`src/sram_jtag_regs.vh`:
```
// constants for the sram test access port: states, codes, field layout
`ifndef SRAM_JTAG_REGS_VH
`define SRAM_JTAG_REGS_VH

// ----------------------------------------
// test state machine codes
// ----------------------------------------
`define SJT_ST_RESET 4'h0
`define SJT_ST_IDLE 4'h1
`define SJT_ST_SEL_DR 4'h2
`define SJT_ST_CAP_DR 4'h3
`define SJT_ST_SHF_DR 4'h4
`define SJT_ST_EX1_DR 4'h5
`define SJT_ST_PAU_DR 4'h6
`define SJT_ST_EX2_DR 4'h7
`define SJT_ST_UPD_DR 4'h8
`define SJT_ST_SEL_IR 4'h9
`define SJT_ST_CAP_IR 4'hA
`define SJT_ST_SHF_IR 4'hB
`define SJT_ST_EX1_IR 4'hC
`define SJT_ST_PAU_IR 4'hD
`define SJT_ST_EX2_IR 4'hE
`define SJT_ST_UPD_IR 4'hF

// ----------------------------------------
// instruction codes and widths
// ----------------------------------------
`define SJT_IR_W 3
`define SJT_OP_EXTEST 3'h0
`define SJT_OP_IDCODE 3'h1
`define SJT_OP_HIZ_SAMPLE 3'h2
`define SJT_OP_SAMPLE 3'h4
`define SJT_OP_BYPASS 3'h7
`define SJT_IR_CAPTURE 3'h1
`define SJT_IR_CAP_LSB 1:0

// ----------------------------------------
// identification register layout
// ----------------------------------------
`define SJT_ID_W 32
`define SJT_ID_REV 31:29
`define SJT_ID_PART 28:12
`define SJT_ID_MFR 11:1
`define SJT_ID_PRESENT 0
`define SJT_ID_PRESENT_VAL 1'h1

// ----------------------------------------
// boundary ring
// ----------------------------------------
`define SJT_BSR_W 107
`define SJT_BSR_OE_CELL 47
`define SJT_TMS_RESET_VAL 1'h1

`endif
```
`src/sjt_sram_jtag_tap.v`:
```
// test access port of the sram: state machine, instruction, id, bypass and boundary ring
`timescale 1ns/1ps
`include "sram_jtag_regs.vh"
module sjt_sram_jtag_tap #(
  parameter BSR_W = `SJT_BSR_W,
  parameter [2:0] ID_REVISION = 3'h0,      // arbitrary value
  parameter [16:0] ID_PART = 17'h0_0ABC,   // arbitrary value
  parameter [10:0] ID_MFR = 11'h055        // arbitrary value
) (
  input wire ref_clk,
  input wire arst_n,
  input wire tck,
  input wire tms,
  input wire tdi,
  output wire tdo,
  output wire tdoOe_n,
  input wire [BSR_W-1:0] ringIn,
  output wire [BSR_W-1:0] ringDrive,
  output wire extestActive,
  output wire qBusDrive,
  output wire qBusHiZ,
  output wire [3:0] tapState
);

  // ----------------------------------------
  // helpers
  // ----------------------------------------
  // next controller state for the tms level seen at a tck rise
  function [3:0] stepState;
    input [3:0] cur;
    input m;
    begin
      case (cur)
        `SJT_ST_RESET: stepState = m ? `SJT_ST_RESET : `SJT_ST_IDLE;
        `SJT_ST_IDLE: stepState = m ? `SJT_ST_SEL_DR : `SJT_ST_IDLE;
        `SJT_ST_SEL_DR: stepState = m ? `SJT_ST_SEL_IR : `SJT_ST_CAP_DR;
        `SJT_ST_CAP_DR: stepState = m ? `SJT_ST_EX1_DR : `SJT_ST_SHF_DR;
        `SJT_ST_SHF_DR: stepState = m ? `SJT_ST_EX1_DR : `SJT_ST_SHF_DR;
        `SJT_ST_EX1_DR: stepState = m ? `SJT_ST_UPD_DR : `SJT_ST_PAU_DR;
        `SJT_ST_PAU_DR: stepState = m ? `SJT_ST_EX2_DR : `SJT_ST_PAU_DR;
        `SJT_ST_EX2_DR: stepState = m ? `SJT_ST_UPD_DR : `SJT_ST_SHF_DR;
        `SJT_ST_UPD_DR: stepState = m ? `SJT_ST_SEL_DR : `SJT_ST_IDLE;
        `SJT_ST_SEL_IR: stepState = m ? `SJT_ST_RESET : `SJT_ST_CAP_IR;
        `SJT_ST_CAP_IR: stepState = m ? `SJT_ST_EX1_IR : `SJT_ST_SHF_IR;
        `SJT_ST_SHF_IR: stepState = m ? `SJT_ST_EX1_IR : `SJT_ST_SHF_IR;
        `SJT_ST_EX1_IR: stepState = m ? `SJT_ST_UPD_IR : `SJT_ST_PAU_IR;
        `SJT_ST_PAU_IR: stepState = m ? `SJT_ST_EX2_IR : `SJT_ST_PAU_IR;
        `SJT_ST_EX2_IR: stepState = m ? `SJT_ST_UPD_IR : `SJT_ST_SHF_IR;
        `SJT_ST_UPD_IR: stepState = m ? `SJT_ST_SEL_DR : `SJT_ST_IDLE;
        default: stepState = `SJT_ST_RESET;
      endcase
    end
  endfunction

  // boundary chain is the data path for these three codes
  function usesRing;
    input [2:0] op;
    begin
      usesRing = (op == `SJT_OP_EXTEST) || (op == `SJT_OP_HIZ_SAMPLE) || (op == `SJT_OP_SAMPLE);
    end
  endfunction

  // ----------------------------------------
  // pin synchronisers and test clock edges
  // ----------------------------------------
  reg tckMeta_reg, tckSync_reg, tckPrev_reg;
  reg tmsMeta_reg, tmsSync_reg;
  reg tdiMeta_reg, tdiSync_reg;

  always @(posedge ref_clk or negedge arst_n) begin
    if (!arst_n) begin
      tckMeta_reg <= 1'b0;
      tckSync_reg <= 1'b0;
      tckPrev_reg <= 1'b0;
      tmsMeta_reg <= `SJT_TMS_RESET_VAL;
      tmsSync_reg <= `SJT_TMS_RESET_VAL;
      tdiMeta_reg <= 1'b0;
      tdiSync_reg <= 1'b0;
    end else begin
      tckMeta_reg <= tck;
      tckSync_reg <= tckMeta_reg;
      tckPrev_reg <= tckSync_reg;
      tmsMeta_reg <= tms;
      tmsSync_reg <= tmsMeta_reg;
      tdiMeta_reg <= tdi;
      tdiSync_reg <= tdiMeta_reg;
    end
  end

  // tms and tdi lag tck by the same two stages, so the sampled level matches the edge
  // limitation: a tck phase shorter than one system clock can slip past unseen
  wire tckRise = tckSync_reg & ~tckPrev_reg;
  wire tckFall = ~tckSync_reg & tckPrev_reg;

  // ----------------------------------------
  // ring pin synchroniser
  // ----------------------------------------
  // bits settle one by one, so the ring must hold still around capture
  reg [BSR_W-1:0] ringMeta_reg;
  reg [BSR_W-1:0] ringSync_reg;

  always @(posedge ref_clk or negedge arst_n) begin
    if (!arst_n) begin
      ringMeta_reg <= {BSR_W{1'b0}};
      ringSync_reg <= {BSR_W{1'b0}};
    end else begin
      ringMeta_reg <= ringIn;
      ringSync_reg <= ringMeta_reg;
    end
  end

  // ----------------------------------------
  // test state machine
  // ----------------------------------------
  reg [3:0] state_reg;
  wire [3:0] state_next = stepState(state_reg, tmsSync_reg);
  // test-logic-reset acts on entry, not one test clock later
  wire toReset = (state_next == `SJT_ST_RESET);

  always @(posedge ref_clk or negedge arst_n) begin
    if (!arst_n) begin
      state_reg <= `SJT_ST_RESET;
    end else if (tckRise) begin
      state_reg <= state_next;
    end
  end

  // ----------------------------------------
  // instruction path
  // ----------------------------------------
  reg [`SJT_IR_W-1:0] irShift_reg;
  reg [`SJT_IR_W-1:0] irActive_reg;

  always @(posedge ref_clk or negedge arst_n) begin
    if (!arst_n) begin
      irShift_reg <= `SJT_IR_CAPTURE;
      irActive_reg <= `SJT_OP_IDCODE;
    end else if (tckRise) begin
      if (toReset) begin
        irActive_reg <= `SJT_OP_IDCODE;
      end
      case (state_reg)
        // upper bit captured as zero, the low two carry the fixed pattern
        `SJT_ST_CAP_IR: irShift_reg <= `SJT_IR_CAPTURE;
        `SJT_ST_SHF_IR: irShift_reg <= {tdiSync_reg, irShift_reg[`SJT_IR_W-1:1]};
        `SJT_ST_UPD_IR: irActive_reg <= irShift_reg;
        default: irShift_reg <= irShift_reg;
      endcase
    end
  end

  // ----------------------------------------
  // data registers
  // ----------------------------------------
  wire [`SJT_ID_W-1:0] idValue;
  assign idValue[`SJT_ID_REV] = ID_REVISION;
  assign idValue[`SJT_ID_PART] = ID_PART;
  assign idValue[`SJT_ID_MFR] = ID_MFR;
  assign idValue[`SJT_ID_PRESENT] = `SJT_ID_PRESENT_VAL;

  reg [`SJT_ID_W-1:0] idShift_reg;
  reg bypass_reg;
  reg [BSR_W-1:0] ringShift_reg;
  reg [BSR_W-1:0] ringUpdate_reg;

  // exactly one data register is selected at a time
  wire selRing = usesRing(irActive_reg);
  wire selId = (irActive_reg == `SJT_OP_IDCODE);
  // reserved codes fall back to the bypass cell so the chain never breaks
  wire selBypass = ~selRing & ~selId;

  always @(posedge ref_clk or negedge arst_n) begin
    if (!arst_n) begin
      idShift_reg <= {`SJT_ID_W{1'b0}};
      bypass_reg <= 1'b0;
      ringShift_reg <= {BSR_W{1'b0}};
      ringUpdate_reg <= {BSR_W{1'b0}};
      // output-bus cell starts high so extest drives the bus unless told otherwise
      ringUpdate_reg[`SJT_BSR_OE_CELL] <= 1'b1;
    end else if (tckRise) begin
      if (toReset) begin
        ringUpdate_reg[`SJT_BSR_OE_CELL] <= 1'b1;
      end
      case (state_reg)
        `SJT_ST_CAP_DR: begin
          if (selRing) begin
            // synchronised ring, two system clocks behind the pins
            ringShift_reg <= ringSync_reg;
          end
          if (selId) begin
            idShift_reg <= idValue;
          end
          if (selBypass) begin
            bypass_reg <= 1'b0;
          end
        end
        `SJT_ST_SHF_DR: begin
          if (selRing) begin
            ringShift_reg <= {tdiSync_reg, ringShift_reg[BSR_W-1:1]};
          end
          if (selId) begin
            idShift_reg <= {tdiSync_reg, idShift_reg[`SJT_ID_W-1:1]};
          end
          if (selBypass) begin
            bypass_reg <= tdiSync_reg;
          end
        end
        `SJT_ST_UPD_DR: begin
          if (selRing) begin
            // latched cells change only here and on entry to test-logic-reset (cell 47 preset), so the outputs hold still while shifting
            ringUpdate_reg <= ringShift_reg;
          end
        end
        default: bypass_reg <= bypass_reg;
      endcase
    end
  end

  // ----------------------------------------
  // serial out, changed on the falling edge
  // ----------------------------------------
  reg tdo_reg;
  reg tdoOe_n_reg;
  reg serialBit;
  // pin drives only while a register sits in the shift path
  wire inShift = (state_reg == `SJT_ST_SHF_IR) || (state_reg == `SJT_ST_SHF_DR);

  // instruction path wins over whatever data register is selected
  always @* begin
    serialBit = bypass_reg;
    if (state_reg == `SJT_ST_SHF_IR) begin
      serialBit = irShift_reg[0];
    end else if (selRing) begin
      serialBit = ringShift_reg[0];
    end else if (selId) begin
      serialBit = idShift_reg[0];
    end
  end

  always @(posedge ref_clk or negedge arst_n) begin
    if (!arst_n) begin
      tdo_reg <= 1'b0;
      // floats from power up so a shared scan line is never fought
      tdoOe_n_reg <= 1'b1;
    end else if (tckFall) begin
      tdo_reg <= serialBit;
      // pin floats outside the shift states
      tdoOe_n_reg <= ~inShift;
    end
  end

  // ----------------------------------------
  // memory-side controls
  // ----------------------------------------
  // controls follow the latched cell, never the one still shifting
  wire opExtest = (irActive_reg == `SJT_OP_EXTEST);
  wire opHiZSample = (irActive_reg == `SJT_OP_HIZ_SAMPLE);
  wire oeCell = ringUpdate_reg[`SJT_BSR_OE_CELL];

  reg extest_reg;
  reg qDrive_reg;
  reg qHiZ_reg;

  always @(posedge ref_clk or negedge arst_n) begin
    if (!arst_n) begin
      extest_reg <= 1'b0;
      qDrive_reg <= 1'b0;
      qHiZ_reg <= 1'b0;
    end else begin
      extest_reg <= opExtest;
      qDrive_reg <= opExtest & oeCell;
      qHiZ_reg <= opHiZSample | (opExtest & ~oeCell);
    end
  end

  assign tdo = tdo_reg;
  assign tdoOe_n = tdoOe_n_reg;
  assign ringDrive = ringUpdate_reg;
  assign extestActive = extest_reg;
  assign qBusDrive = qDrive_reg;
  assign qBusHiZ = qHiZ_reg;
  assign tapState = state_reg;

endmodule // sjt_sram_jtag_tap

```
`config.mk`:
```
export PLATFORM = sky130hd
export DESIGN_NAME = sjt_sram_jtag_tap
export DESIGN_NICKNAME = d
export VERILOG_FILES = /design/src/sjt_sram_jtag_tap.v
export VERILOG_INCLUDE_DIRS = /design/src
export SDC_FILE = /design/constraint.sdc
export NUM_CORES = 1
export LEC_CHECK = 0
export BUFFER_PORTS_ARGS = -buffer_cell sky130_fd_sc_hd__buf_2
export CAP_MARGIN = 20
export CORE_ASPECT_RATIO = 1.5
export CORE_UTILIZATION = 60
export DETAILED_ROUTE_END_ITERATION = 10
export PLACE_DENSITY = 0.83
export SYNTH_ARGS = -nofsm -noshare
export SYNTH_HDL_FRONTEND = slang
export SYNTH_SLANG_ARGS = --single-unit
```
`constraint.sdc`:
```
create_clock -name ref_clk -period 5 [get_ports ref_clk]
set_input_delay 0 -clock ref_clk [delete_from_list [all_inputs] [get_ports ref_clk]]
set_output_delay 0 -clock ref_clk [all_outputs]
set_load 0.01 [all_outputs]
```
* After elaboration in Yosys (flattened, before gate mapping) *
Cells that the tools add are included.

cells by class
  bitwise gates (word level) = 12
  reductions and logical operators = 18
  equal/unequal tests = 24
  muxes and demuxes = 31

operator list
  kind                  number
  $mux W107             2
  $pmux W107 S2         1
  $mux W48              2
  $mux W32              2
  $pmux W32 S2          1
  $pmux W4 S12          1
  $eq A4 B4 Y1 const B  8
  $eq A4 B3 Y1 const B  4
  $mux W4               4
  $mux W3               4
  $ne A2 B2 Y1 const B  6
  $reduce_and A4 Y1     3
  $mux W1               9
  $eq A4 B2 Y1 const B  2
  $logic_not A4 Y1      2
  $mux W2               3
  $not A1 Y1            6
  $pmux W3 S2           1
  $reduce_bool A2 Y1    3
  $and A1 B1 Y1         5
  $eq A4 B1 Y1 const B  1
  $reduce_and A2 Y1     2
  $reduce_or A2 Y1      2
  $eq A3 B1 Y1 const B  1
  other kinds (8)       10

word-level totals
  input bits = 112
  word-level logic and storage cells = 107
  output and inout bits = 116
  flip-flop bits (word level) = 483

* Depth between registers and ports, before layout *
  depth in word-level cells = 7
  depth in mapped cells = 8

* Least setup slack after synthesis *
Ideal clock, no wire load.

  kind = flip-flop to flip-flop
  start = register irActive_reg[0]
  end = register ringUpdate_reg[77] (netlist: ringDrive[77])
  path buffers = 3
  period minus slack after synthesis = 1736 ps
  data required time = 4873 ps
  library setup time = 127 ps
  stages on the path, launching flop included = 7
  data arrival time = 1608 ps
  slack = 3264 ps
  path through = dfstp_2 -> clkbuf_1 -> a21oi_4 -> nand4_4 -> buf_6 -> buf_6 -> mux2_1

on the way
  word-level cells in the longest chain between the ends = 4
  elaborated cells between the ends (all ways) = 6
  classes of those cells = eq/ne (2); reduce/logical (4)

ends and longest elaborated chain
  item                                                                      RTL line                 source
  start: declaration                                                        sjt_sram_jtag_tap.v:132  reg [`SJT_IR_W-1:0] irActive_reg;
  start signal: assignment                                                  sjt_sram_jtag_tap.v:137  irActive_reg <= `SJT_OP_IDCODE;
  start signal: assignment                                                  sjt_sram_jtag_tap.v:140  irActive_reg <= `SJT_OP_IDCODE;
  start signal: assignment                                                  sjt_sram_jtag_tap.v:146  `SJT_ST_UPD_IR: irActive_reg <= irShift_reg;
  $eq A3 B2 Y1 (no source line) / $logic_not A3 Y1 (equally long branches)  n/a
  $logic_or A1 B1 Y1                                                        sjt_sram_jtag_tap.v:59   usesRing = (op == `SJT_OP_EXTEST) || (op == `SJT_OP_HIZ_SAMPLE) || (op == `SJT_OP_SAMPLE);
  $logic_or A1 B1 Y1 *                                                      sjt_sram_jtag_tap.v:59
  $reduce_and A3 Y1 (no source line) *                                      n/a
  end signal: assignment                                                    sjt_sram_jtag_tap.v:177  ringUpdate_reg <= {BSR_W{1'b0}};
  end signal: assignment                                                    sjt_sram_jtag_tap.v:211  ringUpdate_reg <= ringShift_reg;
  end: declaration                                                          sjt_sram_jtag_tap.v:164  reg [BSR_W-1:0] ringUpdate_reg;

Every way passes the cells marked *; elsewhere a longest branch is shown, timed or not.
A chain may end at the register's enable or synchronous reset.

* Final worst setup path *
  start = register tckPrev_reg
  end = register ringUpdate_reg[98] (netlist: ringDrive[98])

on the way
  word-level cells in the longest chain between the ends = 3

ends and longest elaborated chain
  item                                RTL line                source
  start: declaration                  sjt_sram_jtag_tap.v:66  reg tckMeta_reg, tckSync_reg, tckPrev_reg;
  start signal: assignment            sjt_sram_jtag_tap.v:82  tckPrev_reg <= tckSync_reg;
  $not A1 Y1                          sjt_sram_jtag_tap.v:92  wire tckRise = tckSync_reg & ~tckPrev_reg;
  $and A1 B1 Y1                       sjt_sram_jtag_tap.v:92
  $reduce_and A3 Y1 (no source line)  n/a

No other way between the ends.

==> out/qor.yml <==
clocking:
  cts_tree: "yes"
  h-tree-depth: 2
  cts_root_buf: "clkbuf_16"
  cts_num_sinks: 483
  cts_buffers: 42
  clockBufferDepth: 3
  cts.reportedPaths.clkPinSlew_ps: 60
  clock_latency_ps: 540
  post_cts_resized: 0
detailed_routing:
  vias: 10078
  first_pass_iters: 8
  routed_wl_mm: 34.61
  drc: 28
  drtIter0Drc: 530
  ant_nets: 0
  routed_via_density: 5.378
  wl_per_cell_um: 18.47
placement:
  dp_hpwl_mm: 18.89
  dp_cells: 1686
  place_congestion: 0.7690
  pre_cts_slack_ps: 2025
  io_buffer_count: 227
critical_path:
  startpoint_type: "register"
  r2r_slack_ps: 1980
  arrival_ps: 3420
  r2r-end: "ringDrive[98]$_DFFE_PN0P_"
  rr_startpoint: "tckPrev_reg$_DFF_PN0_"
  path_class: "register to register"
  cp_max_fo: 45
  rr_worst_depth: 4
  critPathCaptureType: "register"
  crit_required_ps: 5410
synthesis:
  synth_common_cells: "dfrtp_1 (477), nand2_1 (170), mux2i_1 (108), o21ai_1 (85), mux2_2 (78)"
  ys_types: 52
  synth_edf_count: 0
  synth_top_area_share: 0.7115
  synth.most_common_cell: "dfrtp_1"
  ys_ff_latch: 483
  yosys_most_used_dff: "dfrtp_1"
  syn-num-nets: 1286
  synth_cells: 1174
  synthTopCellsByArea: "dfrtp_1 (71%), mux2i_1 (6.4%), mux2_2 (5.2%), nand2_1 (3.8%), o21ai_1 (2.5%)"
  ys_seq_area_frac: 0.7209
  syn_area_per_cell_um2: 14.29
  synthArstFlopShare: 1.000
  synth-warning-count: 0
  synth_top_cell_by_area: "dfrtp_1"
  synth.cell_area_um2: 16780
timing:
  skew_ps: 10.94
  final.setup.tns_ps: 0
  max_freq_mhz: 331.4
  relSlewSlack: 0.3446
  period_share: 0.6034
  report.final.hold_viol_count: 0
  fin_crit_ps: 3017
  slew_viol_final: 0
  tightest_slew_ps: 983.1
  final.setup.worst_slack_ps: 1983
  finalSetupViolCount: 0
  rsz0062_at_grt: "false"
outcome:
  violations: "DRC"
  outcome: "complete, but fails checks"
die:
  die-area_um2: 28650
  row_count: 74
  fp.dieH_um: 206.8
  core_um2: 27310
  die_w_um: 138.5
  pin_count: 228
  start_util: 0.6142
layout:
  utilization: 0.7574
  drive_above_1_share: 0.2600
  fin_nets: 1611
  fillers: 1581
  fin_cells: 1874
  syn_to_final_growth_pct: 23.31
grt:
  grt_pass1_wl_mm: 55.23
  overflow: 0
  grt_pass1_vias: 10571
  grt_max_degree: 215
  grt_usage: 0.2497
  antenna_found_initial: 1
run:
  drv_cap: 0
pwr:
  p_per_area_nw_per_um2: 499.7
  p_leak_nw: 10.09
  ir_drop_v: 0.0004323
  power_mw: 10.34
min_path:
  hp-class: "input port to asynchronous set/reset pin"
[cell usage in the layout (no fill, tap or decap), drive strengths merged, types with 3 or more instances in the layout]
master	synthesis	final
a31oi	3	3
nor2	18	18
o21ai	142	142
nor2b	6	6
nand3	3	3
nand4	3	3
dfrtp	477	477
clkinv	0	4
clkbuf	18	64
buf	50	238
dfstp	6	6
bufinv	0	6
dlygate4sd3	0	111
a21oi	13	13
mux2i	108	108
mux2	107	107
nand2	170	170
nor3	7	7
nor3b	4	4
o211ai	3	3
inv	5	6
nand2b	6	6
[through the flow]
| step | cell area, µm² | hold WS [ps] |
|---|---|---|
| 3_3_place_gp | 18110 | 82.94 |
| 6_report | 20690 | 99.99 |
| 2_1_floorplan | 16780 | -295.6 |
| 4_1_cts | 20680 | 68.80 |
| 5_1_grt | 20690 | 84.46 |
| 3_5_place_dp | 18110 | 91.84 |
[logic make-up (layout without fill, tap and decap cells)]
family | count (synthesis) | count (layout) | synth area share
simple gates | 225 | 225 | 0.05937
flops | 483 | 483 | 0.7209
other cells | 0 | 1 | 0
fa+ha+maj | 1 | 1 | 0.0005967
compound gates | 176 | 176 | 0.05795
buf+inv | 73 | 430 | 0.02439
mux | 215 | 215 | 0.1363
xor+xnor | 1 | 1 | 0.0005222
[metal layers]
layer | vias to the layer above | track usage | wire length [µm]
met1 | 5105 | 0.3001 | 13280
met3 | 88 | 0.03991 | 1552
li1 | 4617 | - | -
met2 | 268 | 0.4472 | 18390
met4 | 0 | 0.1132 | 1390
met5 | - | 0 | 0
[power breakdown]
group | leakage, nW | internal [mW] | switching, mW
Sequential | 6.14 | 4.57 | 0.576
Combinational | 3.24 | 0.801 | 0.974
Clock | 0.714 | 2.03 | 1.39
Total | 10.1 | 7.40 | 2.94
[worst max path at each step]
| stage | start | end | slack, ps | cells after the start |
|---|---|---|---|---|
| after floorplan | irActive_reg[0]$_DFFE_PN1P_ | ringDrive[77]$_DFFE_PN0P_ | 3260 | 6 |
| after global placement | tckPrev_reg$_DFF_PN0_ | ringDrive[83]$_DFFE_PN0P_ | 2200 | 4 |
| after detailed placement | tckPrev_reg$_DFF_PN0_ | ringDrive[96]$_DFFE_PN0P_ | 2020 | 4 |
| after CTS | tckPrev_reg$_DFF_PN0_ | ringDrive[98]$_DFFE_PN0P_ | 1980 | 4 |
| after global routing | tckSync_reg$_DFF_PN0_ | ringDrive[98]$_DFFE_PN0P_ | 1770 | 4 |
| final | tckPrev_reg$_DFF_PN0_ | ringDrive[98]$_DFFE_PN0P_ | 1980 | 4 |
[repair_timing]
item                                    4_1_cts  5_1_grt
setup buffers                                 0        0
endpoints found under the setup margin        0        0
hold buffers                                111        0
endpoints found under the hold margin       209        0
[worst max-delay path, cell delays in order, from the launching register on]
cell and delay [ps]:
dfrtp_1 440, nor2b_1 600, nand4_4 890, buf_12 510, mux2_1 380
[area by class of cell]
| type | instances | area (µm²) | area share |
|---|---|---|---|
| sequential | 483 | 12090 | 0.5846 |
| tap | 342 | 427.9 | 0.02068 |
| inverter | 5 | 18.77 | 0.0009072 |
| multi-input combinational | 618 | 4293 | 0.2075 |
| timing repair buffer | 349 | 2390 | 0.1155 |
| clock buffer | 64 | 1245 | 0.06018 |
| clock inverter | 12 | 216.5 | 0.01046 |
| antenna | 1 | 2.502 | 0.0001210 |
No activity file was read; power rests on OpenSTA's default activity.
